<file path="config.mk">
export PLATFORM = sky130hd
export DESIGN_NAME = apm_alarm_manager
export DESIGN_NICKNAME = d
export VERILOG_FILES = /design/src/hw/apm_pkg.sv /design/src/hw/apm_alarm_manager.sv /design/src/hw/apm_alarm_cell.sv /design/src/hw/apm_order_mem.sv
export SDC_FILE = /design/constraint.sdc
export NUM_CORES = 1
export LEC_CHECK = 0
export BUFFER_PORTS_ARGS = -buffer_cell sky130_fd_sc_hd__buf_2
export CAP_MARGIN = 10
export CORE_MARGIN = 1
export CORE_UTILIZATION = 30
export DETAILED_ROUTE_END_ITERATION = 16
export PLACE_DENSITY_LB_ADDON = 0.25
export SLEW_MARGIN = 20
export SYNTH_ARGS = -nofsm -noshare
export SYNTH_HDL_FRONTEND = slang
export SYNTH_SLANG_ARGS = --single-unit
</file>
<file path="constraint.sdc">
create_clock -name sys_clk_in -period 13.31 [get_ports sys_clk_in]
set_input_delay 0.6655 -clock sys_clk_in [delete_from_list [all_inputs] [get_ports sys_clk_in]]
set_output_delay 0.6655 -clock sys_clk_in [all_outputs]
set_load 0.01 [all_outputs]
</file>
<file path="src/hw/apm_pkg.sv">
// Purpose: shared constants and types of the alarm protection manager
// Assumes: single 200 MHz clock, synchronous active-low reset
// Notes:   alarm class codes double as the action codes of engine lamp messages
package apm_pkg;

	// ----------------------------------------
	// timing
	// ----------------------------------------
	localparam int unsigned CLK_FREQ_KHZ = 200000;
	localparam int unsigned DWELL_MS     = 2000;
	localparam int unsigned DATA_FAIL_MS = 3000;

	// ----------------------------------------
	// alarm classes and lamp actions
	// ----------------------------------------
	localparam int          CLS_W    = 2;
	localparam logic [1:0]  CLS_IND  = 2'h0;
	localparam logic [1:0]  CLS_WARN = 2'h1;
	localparam logic [1:0]  CLS_TRIP = 2'h2;
	localparam logic [1:0]  CLS_SD   = 2'h3;

	// ----------------------------------------
	// override modes and pages
	// ----------------------------------------
	localparam logic [1:0]  PD_OFF     = 2'h0;
	localparam logic [1:0]  PD_ALWAYS  = 2'h1;
	localparam logic [1:0]  PD_SWITCH  = 2'h2;
	localparam logic        PAGE_INFO  = 1'h0;
	localparam logic        PAGE_ALARM = 1'h1;

	// ----------------------------------------
	// internal alarm sources, placed above the local inputs
	// ----------------------------------------
	localparam int NUM_INT     = 11;
	localparam int INT_ESTOP   = 0;
	localparam int INT_SWWARN  = 1;
	localparam int INT_DFAIL   = 2;
	localparam int INT_ECUWARN = 3;
	localparam int INT_ECUSD   = 4;
	localparam int INT_AMBER   = 5;
	localparam int INT_RED     = 6;
	localparam int INT_MALF    = 7;
	localparam int INT_PROTECT = 8;
	localparam int INT_WIF     = 9;
	localparam int INT_AFT     = 10;
	localparam int LAMP_AMBER  = 0;
	localparam int LAMP_RED    = 1;
	localparam int LAMP_MALF   = 2;
	localparam int LAMP_PROT   = 3;
	localparam int ADV_WIF     = 0;
	localparam int ADV_AFT     = 1;

	typedef enum logic [1:0] {
		APM_ST_IDLE  = 2'b00,
		APM_ST_READ  = 2'b01,
		APM_ST_CHECK = 2'b10,
		APM_ST_SHOW  = 2'b11
	} apm_state_t;

endpackage : apm_pkg

</file>
<file path="src/hw/apm_alarm_manager.sv">
// Purpose: alarm handling, display scrolling and protections-disabled override
// Assumes: all inputs synchronous to sys_clk_in; mute_in is a one-cycle press
// Notes:   local sources occupy indices 0..N_LOCAL-1, internal ones follow
//
// How it works
// any active alarm drives sounder, and common LED when enabled
// mute press silences the sounder
// a newly active alarm switches display to the alarm page
// active alarms scroll automatically in the order they were raised
// a shutdown after a warning joins the list beside the warning
// override stops shutdowns and trips stopping the engine; status shown
// override is off, always on, or on while external switch is on
// operating the override switch may raise a warning, per configuration
// indication and warning handling ignore the override
// emergency stop always stops the engine, override or not
// overridden shutdown is displayed; engine runs, load switch stays put
// overridden shutdown also shows a shutdown-blocked flag
// logged shutdowns carry a note when the shutdown was prevented
// no engine link data in CAN mode raises data-fail shutdown
// controller warning shows its code and applies lamp message actions
// controller shutdown raises controller-shutdown alarm and shows code
// each lamp class maps to warning, trip, shutdown or none
// water-in-fuel and after-treatment take their configured action
// indication inputs raise no alarm and only drive their LED
// warnings self-clear unless latched, then need manual reset
// mute touches only the sounder; alarms stay until cleared
`timescale 1ns/100ps
module apm_alarm_manager
	import apm_pkg::*;
#(
	parameter int          N_LOCAL       = 8,
	parameter int unsigned DWELL_CYC     = DWELL_MS * CLK_FREQ_KHZ,
	parameter int unsigned DATA_FAIL_CYC = DATA_FAIL_MS * CLK_FREQ_KHZ,
	parameter int          CODE_W        = 16
) (
	input  wire logic                   sys_clk_in,
	input  wire logic                   reset_n_in,
	input  wire logic [N_LOCAL-1:0]     alarm_raw_in,
	input  wire logic [2*N_LOCAL-1:0]   cfg_class_in,
	input  wire logic                   estop_in,
	input  wire logic                   mute_in,
	input  wire logic                   alarm_reset_in,
	input  wire logic                   cfg_latch_warn_in,
	input  wire logic                   cfg_common_led_en_in,
	input  wire logic [1:0]             cfg_prot_dis_mode_in,
	input  wire logic                   prot_dis_sw_in,
	input  wire logic                   cfg_sw_warn_en_in,
	input  wire logic                   cfg_log_sd_in,
	input  wire logic                   cfg_can_mode_in,
	input  wire logic                   can_frame_in,
	input  wire logic                   ecu_warn_in,
	input  wire logic                   ecu_sd_in,
	input  wire logic [CODE_W-1:0]      ecu_err_code_in,
	input  wire logic [3:0]             lamp_in,
	input  wire logic [7:0]             cfg_lamp_action_in,
	input  wire logic [1:0]             adv_in,
	input  wire logic [3:0]             cfg_adv_action_in,
	output logic                        sounder_out,
	output logic                        common_led_out,
	output logic                        engine_stop_out,
	output logic                        load_open_out,
	output logic [N_LOCAL-1:0]          ind_led_out,
	output logic                        disp_page_out,
	output logic [$clog2(N_LOCAL+NUM_INT)-1:0] disp_idx_out,
	output logic [1:0]                  disp_cls_out,
	output logic [$clog2(N_LOCAL+NUM_INT):0]   disp_count_out,
	output logic                        disp_prot_dis_out,
	output logic                        disp_sd_blocked_out,
	output logic [CODE_W-1:0]           disp_ecu_code_out,
	output logic                        log_wr_out,
	output logic [$clog2(N_LOCAL+NUM_INT)-1:0] log_src_out,
	output logic                        log_blocked_out
);

	localparam int M  = N_LOCAL + NUM_INT;
	localparam int IW = $clog2(M);
	localparam int PW = IW + 1;

	// ----------------------------------------
	// source assembly
	// ----------------------------------------
	logic [NUM_INT-1:0]   cond_int;
	logic [2*NUM_INT-1:0] cls_int;
	logic [M-1:0]         cond_all;
	logic [2*M-1:0]       cls_all;
	logic [M-1:0]         active_vec;
	logic [M-1:0]         raised_vec;
	logic                 prot_dis;
	logic [31:0]          silence_q;
	logic                 data_fail;

	// override mode select
	assign prot_dis = (cfg_prot_dis_mode_in == PD_ALWAYS) ||
			((cfg_prot_dis_mode_in == PD_SWITCH) && prot_dis_sw_in);

	// link silence timer
	always_ff @(posedge sys_clk_in) begin
		if (!reset_n_in || !cfg_can_mode_in || can_frame_in) begin
			silence_q <= '0;
		end else if (silence_q != DATA_FAIL_CYC) begin
			silence_q <= silence_q + 32'h1;
		end
	end
	assign data_fail = cfg_can_mode_in && (silence_q == DATA_FAIL_CYC);

	always_comb begin
		cond_int = '0;
		cls_int  = '0;
		// estop fixed shutdown
		cond_int[INT_ESTOP]  = estop_in;
		cls_int[INT_ESTOP*CLS_W +: CLS_W] = CLS_SD;
		// override switch warning
		cond_int[INT_SWWARN] = prot_dis_sw_in && cfg_sw_warn_en_in &&
				(cfg_prot_dis_mode_in == PD_SWITCH);
		cls_int[INT_SWWARN*CLS_W +: CLS_W] = CLS_WARN;
		// data fail shutdown
		cond_int[INT_DFAIL]  = data_fail;
		cls_int[INT_DFAIL*CLS_W +: CLS_W] = CLS_SD;
		// controller warning
		cond_int[INT_ECUWARN] = ecu_warn_in;
		cls_int[INT_ECUWARN*CLS_W +: CLS_W] = CLS_WARN;
		// controller shutdown
		cond_int[INT_ECUSD]  = ecu_sd_in;
		cls_int[INT_ECUSD*CLS_W +: CLS_W] = CLS_SD;
		// lamp class actions
		cond_int[INT_AMBER]   = lamp_in[LAMP_AMBER];
		cls_int[INT_AMBER*CLS_W +: CLS_W] = cfg_lamp_action_in[LAMP_AMBER*CLS_W +: CLS_W];
		cond_int[INT_RED]     = lamp_in[LAMP_RED];
		cls_int[INT_RED*CLS_W +: CLS_W] = cfg_lamp_action_in[LAMP_RED*CLS_W +: CLS_W];
		cond_int[INT_MALF]    = lamp_in[LAMP_MALF];
		cls_int[INT_MALF*CLS_W +: CLS_W] = cfg_lamp_action_in[LAMP_MALF*CLS_W +: CLS_W];
		cond_int[INT_PROTECT] = lamp_in[LAMP_PROT];
		cls_int[INT_PROTECT*CLS_W +: CLS_W] = cfg_lamp_action_in[LAMP_PROT*CLS_W +: CLS_W];
		// advanced message actions
		cond_int[INT_WIF] = adv_in[ADV_WIF];
		cls_int[INT_WIF*CLS_W +: CLS_W] = cfg_adv_action_in[ADV_WIF*CLS_W +: CLS_W];
		cond_int[INT_AFT] = adv_in[ADV_AFT];
		cls_int[INT_AFT*CLS_W +: CLS_W] = cfg_adv_action_in[ADV_AFT*CLS_W +: CLS_W];
	end

	assign cond_all = {cond_int, alarm_raw_in};
	assign cls_all  = {cls_int, cfg_class_in};

	// per-source latching cells
	// cells ignore override
	for (genvar gi = 0; gi < M; gi++) begin : g_cell
		apm_alarm_cell u_cell (
			.sys_clk_in    (sys_clk_in),
			.reset_n_in    (reset_n_in),
			.cond_in       (cond_all[gi]),
			.class_in      (cls_all[gi*CLS_W +: CLS_W]),
			.latch_warn_in (cfg_latch_warn_in),
			.reset_req_in  (alarm_reset_in),
			.active_out    (active_vec[gi]),
			.raised_out    (raised_vec[gi])
		);
	end

	// ----------------------------------------
	// class summaries
	// ----------------------------------------
	logic             any_active;
	logic             any_raised;
	logic             sd_other;
	logic             trip_other;
	logic [IW:0]      act_cnt;

	always_comb begin
		sd_other   = 1'b0;
		trip_other = 1'b0;
		act_cnt    = '0;
		for (int i = 0; i < M; i++) begin
			act_cnt = act_cnt + {{IW{1'b0}}, active_vec[i]};
			if (active_vec[i] && (i != N_LOCAL + INT_ESTOP)) begin
				sd_other   = sd_other || (cls_all[i*CLS_W +: CLS_W] == CLS_SD);
				trip_other = trip_other || (cls_all[i*CLS_W +: CLS_W] == CLS_TRIP);
			end
		end
	end
	assign any_active = |active_vec;
	assign any_raised = |raised_vec;

	// ----------------------------------------
	// sounder, indicators and engine actions
	// ----------------------------------------
	logic mute_q;
	logic mute_d;
	logic estop_act;

	// mute held until a new raise or until no alarm is active
	always_comb begin
		mute_d = mute_q;
		if (any_raised || !any_active) begin
			mute_d = 1'b0;
		end else if (mute_in) begin
			mute_d = 1'b1;
		end
	end
	assign estop_act = active_vec[N_LOCAL + INT_ESTOP];

	always_ff @(posedge sys_clk_in) begin
		if (!reset_n_in) begin
			mute_q         <= 1'b0;
			sounder_out    <= 1'b0;
			common_led_out <= 1'b0;
		end else begin
			mute_q         <= mute_d;
			// sounder and common LED
			sounder_out    <= any_active && !mute_d;
			// mute leaves the LED alone
			common_led_out <= any_active && cfg_common_led_en_in;
		end
	end

	always_ff @(posedge sys_clk_in) begin
		if (!reset_n_in) begin
			engine_stop_out     <= 1'b0;
			load_open_out       <= 1'b0;
			disp_prot_dis_out   <= 1'b0;
			disp_sd_blocked_out <= 1'b0;
		end else begin
			// override keeps engine and load switch
			engine_stop_out     <= estop_act || (sd_other && !prot_dis);
			load_open_out       <= estop_act || ((sd_other || trip_other) && !prot_dis);
			// override status shown
			disp_prot_dis_out   <= prot_dis;
			// shutdown blocked flag
			disp_sd_blocked_out <= prot_dis && (sd_other || trip_other);
		end
	end

	// indication inputs feed LEDs only
	always_ff @(posedge sys_clk_in) begin
		if (!reset_n_in) begin
			ind_led_out <= '0;
		end else begin
			for (int i = 0; i < N_LOCAL; i++) begin
				ind_led_out[i] <= alarm_raw_in[i] && (cfg_class_in[i*CLS_W +: CLS_W] == CLS_IND);
			end
		end
	end

	// latch controller error code
	always_ff @(posedge sys_clk_in) begin
		if (!reset_n_in) begin
			disp_ecu_code_out <= '0;
		end else if (ecu_warn_in || ecu_sd_in) begin
			disp_ecu_code_out <= ecu_err_code_in;
		end
	end

	// ----------------------------------------
	// occurrence order queue
	// ----------------------------------------
	logic [M-1:0]  pend_q;
	logic [M-1:0]  queued_q;
	logic [M-1:0]  cand;
	logic [IW-1:0] sel;
	logic          append;
	logic          pop;
	logic [PW-1:0] head_q;
	logic [PW-1:0] tail_q;
	logic [PW-1:0] head_nx;
	logic [IW-1:0] rd_data;
	logic [PW-1:0] scan_q;
	logic [PW-1:0] scan_nx;

	assign cand = pend_q & ~queued_q;
	always_comb begin
		sel = '0;
		for (int i = M - 1; i >= 0; i--) begin
			if (cand[i]) begin
				sel = IW'(i);
			end
		end
	end
	assign append = |cand;

	// raise order kept in memory
	always_ff @(posedge sys_clk_in) begin
		if (!reset_n_in) begin
			pend_q   <= '0;
			queued_q <= '0;
			tail_q   <= '0;
			head_q   <= '0;
		end else begin
			pend_q <= (pend_q & ~queued_q & ~(append ? (M'(1) << sel) : '0)) | raised_vec;
			if (append) begin
				tail_q <= tail_q + PW'(1);
			end
			head_q   <= head_nx;
			queued_q <= (queued_q | (append ? (M'(1) << sel) : '0)) &
					~(pop ? (M'(1) << rd_data) : '0);
		end
	end

	apm_order_mem #(
		.WIDTH (IW),
		.AW    (IW)
	) u_order (
		.sys_clk_in  (sys_clk_in),
		.wr_en_in    (append),
		.wr_addr_in  (tail_q[IW-1:0]),
		.wr_data_in  (sel),
		.rd_addr_in  (scan_q[IW-1:0]),
		.rd_data_out (rd_data)
	);

	// ----------------------------------------
	// display scroll
	// ----------------------------------------
	apm_state_t  st_q;
	logic [31:0] dwell_q;
	logic        stale;

	assign stale   = (int'(rd_data) >= M) || !active_vec[rd_data];
	assign pop     = (st_q == APM_ST_CHECK) && (head_q != tail_q) && stale && (scan_q == head_q);
	assign head_nx = pop ? head_q + PW'(1) : head_q;
	assign scan_nx = ((scan_q + PW'(1)) == tail_q) ? head_nx : scan_q + PW'(1);

	always_ff @(posedge sys_clk_in) begin
		if (!reset_n_in) begin
			st_q         <= APM_ST_IDLE;
			scan_q       <= '0;
			dwell_q      <= '0;
			disp_idx_out <= '0;
			disp_cls_out <= CLS_IND;
		end else begin
			unique case (st_q)
				APM_ST_IDLE: begin
					if (head_q != tail_q) begin
						scan_q <= head_q;
						st_q   <= APM_ST_READ;
					end
				end
				APM_ST_READ: begin
					st_q <= APM_ST_CHECK;
				end
				APM_ST_CHECK: begin
					if (head_q == tail_q) begin
						st_q <= APM_ST_IDLE;
					end else if (stale) begin
						scan_q <= scan_nx;
						st_q   <= APM_ST_READ;
					end else begin
						// every active entry shown in turn
						disp_idx_out <= rd_data;
						disp_cls_out <= cls_all[rd_data*CLS_W +: CLS_W];
						dwell_q      <= '0;
						st_q         <= APM_ST_SHOW;
					end
				end
				APM_ST_SHOW: begin
					dwell_q <= dwell_q + 32'h1;
					// advance after dwell
					if ((dwell_q >= DWELL_CYC - 1) || !active_vec[disp_idx_out]) begin
						scan_q <= scan_nx;
						st_q   <= APM_ST_READ;
					end
				end
			endcase
		end
	end

	always_ff @(posedge sys_clk_in) begin
		if (!reset_n_in) begin
			disp_page_out  <= PAGE_INFO;
			disp_count_out <= '0;
		end else begin
			// alarm page while alarms active
			disp_page_out  <= any_active ? PAGE_ALARM : PAGE_INFO;
			disp_count_out <= act_cnt;
		end
	end

	// ----------------------------------------
	// event log
	// ----------------------------------------
	always_ff @(posedge sys_clk_in) begin
		if (!reset_n_in) begin
			log_wr_out      <= 1'b0;
			log_src_out     <= '0;
			log_blocked_out <= 1'b0;
		end else begin
			// log with prevented note
			log_wr_out      <= append && cfg_log_sd_in && cls_all[sel*CLS_W + 1];
			log_src_out     <= sel;
			log_blocked_out <= prot_dis && (int'(sel) != N_LOCAL + INT_ESTOP);
		end
	end
endmodule : apm_alarm_manager

</file>
<file path="src/hw/apm_alarm_cell.sv">
// Purpose: one alarm source: activation, latching and manual reset
// Assumes: cond_in synchronous to sys_clk_in
// Notes:   indication class never becomes an active alarm
`timescale 1ns/100ps
module apm_alarm_cell
	import apm_pkg::*;
(
	input  wire logic       sys_clk_in,
	input  wire logic       reset_n_in,
	input  wire logic       cond_in,
	input  wire logic [1:0] class_in,
	input  wire logic       latch_warn_in,
	input  wire logic       reset_req_in,
	output logic            active_out,
	output logic            raised_out
);

	logic active_q;
	logic active_d;

	always_comb begin
		active_d = active_q;
		if (class_in == CLS_IND) begin
			active_d = 1'b0;
		end else if (cond_in) begin
			active_d = 1'b1;
		end else if (reset_req_in) begin
			active_d = 1'b0;
		end else if ((class_in == CLS_WARN) && !latch_warn_in) begin
			active_d = 1'b0;
		end
	end

	always_ff @(posedge sys_clk_in) begin
		if (!reset_n_in) begin
			active_q <= 1'b0;
		end else begin
			active_q <= active_d;
		end
	end

	assign active_out = active_q;
	assign raised_out = active_d && !active_q;

endmodule : apm_alarm_cell

</file>
<file path="src/hw/apm_order_mem.sv">
// Purpose: small memory holding alarm indices in order of raising
// Assumes: one write and one read port, same clock
// Notes:   read data is registered, one cycle after the address
`timescale 1ns/100ps
module apm_order_mem #(
	parameter int WIDTH = 5,
	parameter int AW    = 5
) (
	input  wire logic             sys_clk_in,
	input  wire logic             wr_en_in,
	input  wire logic [AW-1:0]    wr_addr_in,
	input  wire logic [WIDTH-1:0] wr_data_in,
	input  wire logic [AW-1:0]    rd_addr_in,
	output logic      [WIDTH-1:0] rd_data_out
);

	logic [WIDTH-1:0] mem_q [0:(1<<AW)-1];
	logic [WIDTH-1:0] rd_data_q;

	always_ff @(posedge sys_clk_in) begin
		if (wr_en_in) begin
			mem_q[wr_addr_in] <= wr_data_in;
		end
	end

	always_ff @(posedge sys_clk_in) begin
		rd_data_q <= mem_q[rd_addr_in];
	end

	assign rd_data_out = rd_data_q;

endmodule : apm_order_mem

</file>
# [Yosys cells after proc, flatten, opt, wreduce, memory -nomap -nowiden]
# Memories as Yosys holds them, arrays and structs flattened. A register that Yosys moved wholly into a read port is not among the register bits.
# Index checks and enable logic that the tools add are counted.
[classes] muxes=145 order_cmp=5 n_bitwise=10 n_shift=3 add_sub_neg=24 eq_ne=59 n_reduce_logical=143
[op_table] op="1-bit two-way mux" count=106
[op_table] op="5-bit two-way mux" count=19
[op_table] op="6-bit by 1-bit adder with 6-bit output" count=13
[op_table] op="32-bit by 1-bit adder with 32-bit output, second input constant" count=2
[op_table] op="32-bit two-way mux" count=2
[op_table] op="32-bit case mux with 2 select lines" count=1
[op_table] op="2-bit == test, second input constant" count=31
[op_table] op="19-bit bitwise AND" count=3
[op_table] op="19-bit NOT" count=3
[op_table] op="19-bit OR reduction" count=3
[op_table] op="1-bit logical AND" count=56
[op_table] op="19-bit two-way mux" count=2
[op_table] op="19-bit bitwise OR" count=2
[op_table] op="38-bit by 7-bit indexed part select with 2-bit output" count=1
[op_table] op="1-bit by 5-bit << shifter with 19-bit output, first input constant" count=2
[op_table] op="1-bit logical OR" count=36
[op_table] op="6-bit two-way mux" count=6
[op_table] op="2-bit by 1-bit == test with 1-bit output, second input constant" count=16
[op_table] op="32-bit by 30-bit == test with 1-bit output, second input constant" count=1
[op_table] op="32-bit by 29-bit >= comparator with 1-bit output, second input constant" count=1
[op_table] op="32-bit by 30-bit inequality test with 1-bit output, second input constant" count=1
[op_table] op="2-bit zero test" count=15
[op_table] op="1-bit zero test" count=27
[op_table] op="6-bit by 1-bit adder with 6-bit output, second input constant" count=3
[op_table] op="other kinds (24)" count=37
[word_totals] ramBits=160 ff_bits=193 output_inout_bits=51 n_memories=1 inputBits=74 word_cells=433
[mem_list] name="u_order.mem_q" depth=32 width=5 read_ports=1 rd_ports_with_merged_regs=1 write_ports=1 line="apm_order_mem.sv:17" source="logic [WIDTH-1:0] mem_q [0:(1<<AW)-1];"

# [Longest topological paths before layout]
[logic_depth] ltp_word=33 ltp_mapped=12 depth_no_buf=12

# [Cells and area by module]
# From an unflattened synthesis, not the netlist that was laid out.
[unflattened] cells_unflattened=1513 area_unflattened_um2=16861.2
[by_module_without_submodules] module="apm_alarm_manager" seq_area_each_um2=3463.3 n_inst=1 cells_each=1122 area_each_um2=9446.6
[by_module_without_submodules] module="apm_order_mem" seq_area_each_um2=4904.7 n_inst=1 cells_each=277 area_each_um2=6344.8
[by_module_without_submodules] module="apm_alarm_cell" seq_area_each_um2=20.0 n_inst=19 cells_each=6 area_each_um2=56.3

# [Worst setup path after synthesis]
# Ideal clock, no wire load.
[synth_timing] path_type="flip-flop to flip-flop" start="register g_cell[5].u_cell.active_q" end="register disp_count_out[4]" setup_time_ns=0.128 n_path_buf=0 stages_incl_launch_ff=13 arrival_ns=4.031 slack_ns=9.151 period_less_slack_ns=4.159 required_time_ns=13.182 cell_sequence="dfxtp_1 > inv_1 > fa_1 > fa_1 > fa_1 > fa_1 > fa_1 > inv_1 > fa_1 > fa_1 > a21o_1 > a21oi_1 > nor2_1"
[synth_between] elab_chain_cells=14
[synth_lines] element="start: declaration" line="apm_alarm_cell.sv:18" source="logic active_q;"
[synth_lines] element="start signal: assignment" line="apm_alarm_cell.sv:38" source="active_q <= active_d;"
[synth_lines] element="5-bit by 1-bit adder with 6-bit output" line="apm_alarm_manager.sv:173" source="act_cnt = act_cnt + {{IW{1'b0}}, active_vec[i]};"
[synth_lines] element="6-bit by 1-bit adder with 6-bit output (13 in series)" line="apm_alarm_manager.sv:173"
[synth_lines] element="end signal: assignment" line="apm_alarm_manager.sv:372" source="disp_count_out <= act_cnt;"
[synth_lines] element="end: declaration" line="apm_alarm_manager.sv:66" source="output logic [$clog2(N_LOCAL+NUM_INT):0] disp_count_out,"
# No other way between the ends.
# A chain may end at the register's enable or synchronous reset.

# [Final worst setup path]
# Ends and elaborated chain as after synthesis.

==> impl_metrics.env <==
export IMPL_run_status="finished clean"
export IMPL_post_cts_hold_buffer_count=0
export IMPL_io_buffer_count=123
export IMPL_place_gp_congestion=0.928
export IMPL_place_hpwl_mm=31.3
export IMPL_power_density_nw_per_um2=164
export IMPL_fillCellCount=5348
export IMPL_core_area_um2=54100
export IMPL_report_final_hold_viol_count=0
export IMPL_final_max_slew_violation_count=0
export IMPL_dieArea_um2=56000
export IMPL_first_global_vias=12000
export IMPL_required_time_of_the_critical_path_ns=13.75
export IMPL_cp_slowest_cell="fa_1"
export IMPL_timing_critical_path_slowest_cell_delay_ns=0.56
export IMPL_final_net_count=1734
export IMPL_drc=0
export IMPL_yosys_register_bits=357
export IMPL_cap_violations=0
export IMPL_chipHeight_um=237
export IMPL_timing_critical_path_buf_inv=2
export IMPL_drt_antenna_violating_nets=0
export IMPL_io_pin_count=125
export IMPL_finalCriticalPeriod_ns=4.38
export IMPL_drt_iter0_drc=978
export IMPL_clockBufferDepth=3
export IMPL_syn_area_per_cell_um2=10.9
export IMPL_critPathKind="flip-flop to flip-flop"
export IMPL_synth_cells=1510
export IMPL_fin_hold_ws_ns=0.309
export IMPL_grt_start_max_net_pins=69
export IMPL_hold_class="input pin to flip-flop"
export IMPL_place_worst_setup_slack_ns=8.93
export IMPL_cp_arrival_ns=4.82
export IMPL_drive_above_1_share_pct=17.7
export IMPL_cts_sink_count=357
export IMPL_final_instance_count_excl_fill=2354
export IMPL_clk_insertion_delay_late_ns=0.57
export IMPL_synth_fa_ha_area_share_pct=3.17
export IMPL_grtUsageTotal_pct=16.2
export IMPL_place_detailed_instances=2279
export IMPL_vdd_ir_drop_worst_uv=75.9
export IMPL_cts_reportedPaths_clkPinSlew_ns=0.06
export IMPL_synth_simple_gate_area_share_pct=17.7
export IMPL_antenna_diode_count=0
export IMPL_mostFrequentLayoutCell="nor2_1"
export IMPL_finalSetupTns_ns=0
export IMPL_synthArstFlopShare_pct=0
export IMPL_utilization_pct=35.6
export IMPL_synth_edf_count=160
export IMPL_tritoncts="done"
export IMPL_regToRegStartpoint="g_cell[5].u_cell.active_out"
export IMPL_multi_input_comb_area_um2=7360
export IMPL_synth_distinct_cells=80
export IMPL_h_tree_depth=2
export IMPL_cts_root_buffer="clkbuf_16"
export IMPL_grt_first_pass_wirelength_mm=70.6
export IMPL_maxSlewHeadroom_pct=29.4
export IMPL_synth_xor_area_share_pct=4.48
export IMPL_area_growth_from_synthesis_to_layout_pct=16.6
export IMPL_static_leakage_nw=6.89
export IMPL_postRouteWirelength_mm=45.6
export IMPL_muxShareOfSynthArea_pct=9.87
export IMPL_hp_start="estop_in"
export IMPL_vias_per_cell=5.18
export IMPL_setup_viol_count_final=0
export IMPL_critPathTopFamily="adder cells"
export IMPL_largest_fanout_of_any_net_on_the_critical_path=8
export IMPL_critical_path_startpoint_type="flip-flop"
export IMPL_post_cts_repair_setup_buffers=0
export IMPL_grt_setup_unrepaired="no"
export IMPL_min_period_over_period_pct=32.9
export IMPL_cts_resized_gates=0
export IMPL_end_kind="flip-flop"
export IMPL_timing_critical_path_mode_cell="fa_1"
export IMPL_cp_cell_sequence="inv_1, fa_1, fa_1, fa_1, fa_1, fa_1, inv_1, fa_1, fa_1, a21o_1, a21oi_1, nor2_1"
export IMPL_mappedNetlistArea_um2=16500
export IMPL_row_count=85
export IMPL_drt_first_pass_iters=6
export IMPL_final_seq_area_um2=8750
export IMPL_ys_seq_area_share_pct=53.0
export IMPL_finClkSkew_ns=0.0227
export IMPL_antenna_violations_before_repair=0
export IMPL_synth_net_count=1618
export IMPL_post_route_worst_setup_slack_ns=8.93
export IMPL_synth_compound_gate_area_share_pct=9.20
export IMPL_start_util_pct=30.5
export IMPL_maxClockFrequency_mhz=228
export IMPL_synth_top_family_by_area="simple AND/OR/NAND/NOR gates"
export IMPL_synth_warnings=0
export IMPL_layout_cells_most_common_list="nor2_1 (197), dfxtp_1 (194), edfxtp_1 (160)"
export IMPL_vias=12200
export IMPL_worst_margin_pin_slew_ns=1.06
export IMPL_wl_per_cell_um=19.4
export IMPL_synth_top_flop_cell="dfxtp_1"
export IMPL_cts_buf_count=41
export IMPL_global_route_overflow_total=0
export IMPL_cp_startpoint="g_cell[5].u_cell.active_out"
export IMPL_die_w_um=237
## per-stage QoR
stage                     cell area [um^2]  total power [mW]
after floorplan                      16500              1.79
after global placement               17900              2.01
after detailed placement             17900              2.02
after CTS                            19300              3.19
after global routing                 19300              3.30
final                                19300              3.16
## layer usage
metal	GRT usage [%]	up-vias	wire length, um
met5	0	-	0
met4	4.76	0	937
met3	2.33	63	2210
met2	25.9	359	21000
met1	22.8	6057	21400
li1	-	5720	-
## worst paths after layout
kind	depth (start not counted)	endpoint	slack, ns
worst max register to register	12	disp_count_out[4]	8.93
worst min-delay path	3	g_cell[8].u_cell.active_out	0.31
worst min register to register	2	disp_ecu_code_out[0]	0.45
worst max-delay path	12	disp_count_out[4]	8.93
## cell usage after synthesis, types with 3 or more instances
master / count / area share, %
ha_1: 21 / 1.6
o22ai_1: 6 / 0.23
mux2_2: 10 / 0.68
nand2b_1: 25 / 0.95
o211ai_1: 7 / 0.32
buf_4: 3 / 0.14
nor2b_1: 17 / 0.64
nand3b_1: 6 / 0.27
xnor2_1: 39 / 2.1
fa_1: 13 / 1.6
nor2_1: 198 / 4.5
nor3b_1: 7 / 0.32
and2_1: 15 / 0.57
nor3_1: 44 / 1.3
nand4_1: 25 / 0.95
buf_1: 6 / 0.14
and3_1: 18 / 0.68
a311oi_1: 4 / 0.21
o21ai_0: 46 / 1.4
a211oi_1: 15 / 0.68
a21oi_1: 103 / 3.1
xor2_1: 43 / 2.3
mux2i_1: 11 / 0.67
nand3_1: 52 / 1.6
mux4_1: 3 / 0.48
or2_2: 6 / 0.23
inv_1: 43 / 0.98
o21a_1: 22 / 1.0
a21o_1: 6 / 0.27
a31oi_1: 9 / 0.34
and4_1: 6 / 0.32
nor4b_1: 5 / 0.27
edfxtp_1: 160 / 29
clkbuf_1: 50 / 1.1
o221ai_1: 4 / 0.21
dfxtp_1: 197 / 24
o32ai_1: 3 / 0.16
nor4_1: 12 / 0.45
mux4_2: 59 / 8.0
or3_1: 15 / 0.57
nand2_1: 133 / 3.0
## cell type report
| type | instances | share of cell area [%] |
|---|---|---|
| multi-input cells | 1045 | 38.2 |
| flip-flops and latches | 357 | 45.5 |
| clock buffers | 52 | 5.86 |
| inverters | 45 | 0.877 |
| well taps | 696 | 4.52 |
| repair buffers | 136 | 3.70 |
| clock inverters | 23 | 1.36 |
## power by group
group | leakage (nW) | switching, mW | total (mW) | internal (mW)
logic | 3.12 | 0.411 | 0.698 | 0.287
clock network | 0.683 | 0.465 | 1.16 | 0.700
registers | 3.09 | 0.0618 | 1.30 | 1.23
total | 6.89 | 0.937 | 3.16 | 2.22
## kinds of logic after synthesis
kind of cell               Yosys count
buffers and inverters              108
AOI/OAI and AO/OA                  245
xor gates and xnor gates            83
and+or+nand+nor                    599
DFF                                357
other                                1
muxes                               83
adders and majority gates           34
## state kept, by name (all words and copies together) (netlist names), 2 cells and up
signal,flops
disp_cls_out,2
u_order.rd_data_out,5
queued_q,19
dwell_q,32
pend_q,19
disp_ecu_code_out,16
st_q,2
u_order.mem_q,160
silence_q,32
ind_led_out,8
log_src_out,5
tail_q,6
head_q,6
disp_count_out,5
g_cell.u_cell.active_out,19
scan_q,6
disp_idx_out,5
## tightest hold or removal path, stage by stage
cell,delay [ns]
buf_2,0.08
a21oi_1,0.03
nor2_1,0.07
Power figures use the tool's default switching activity.
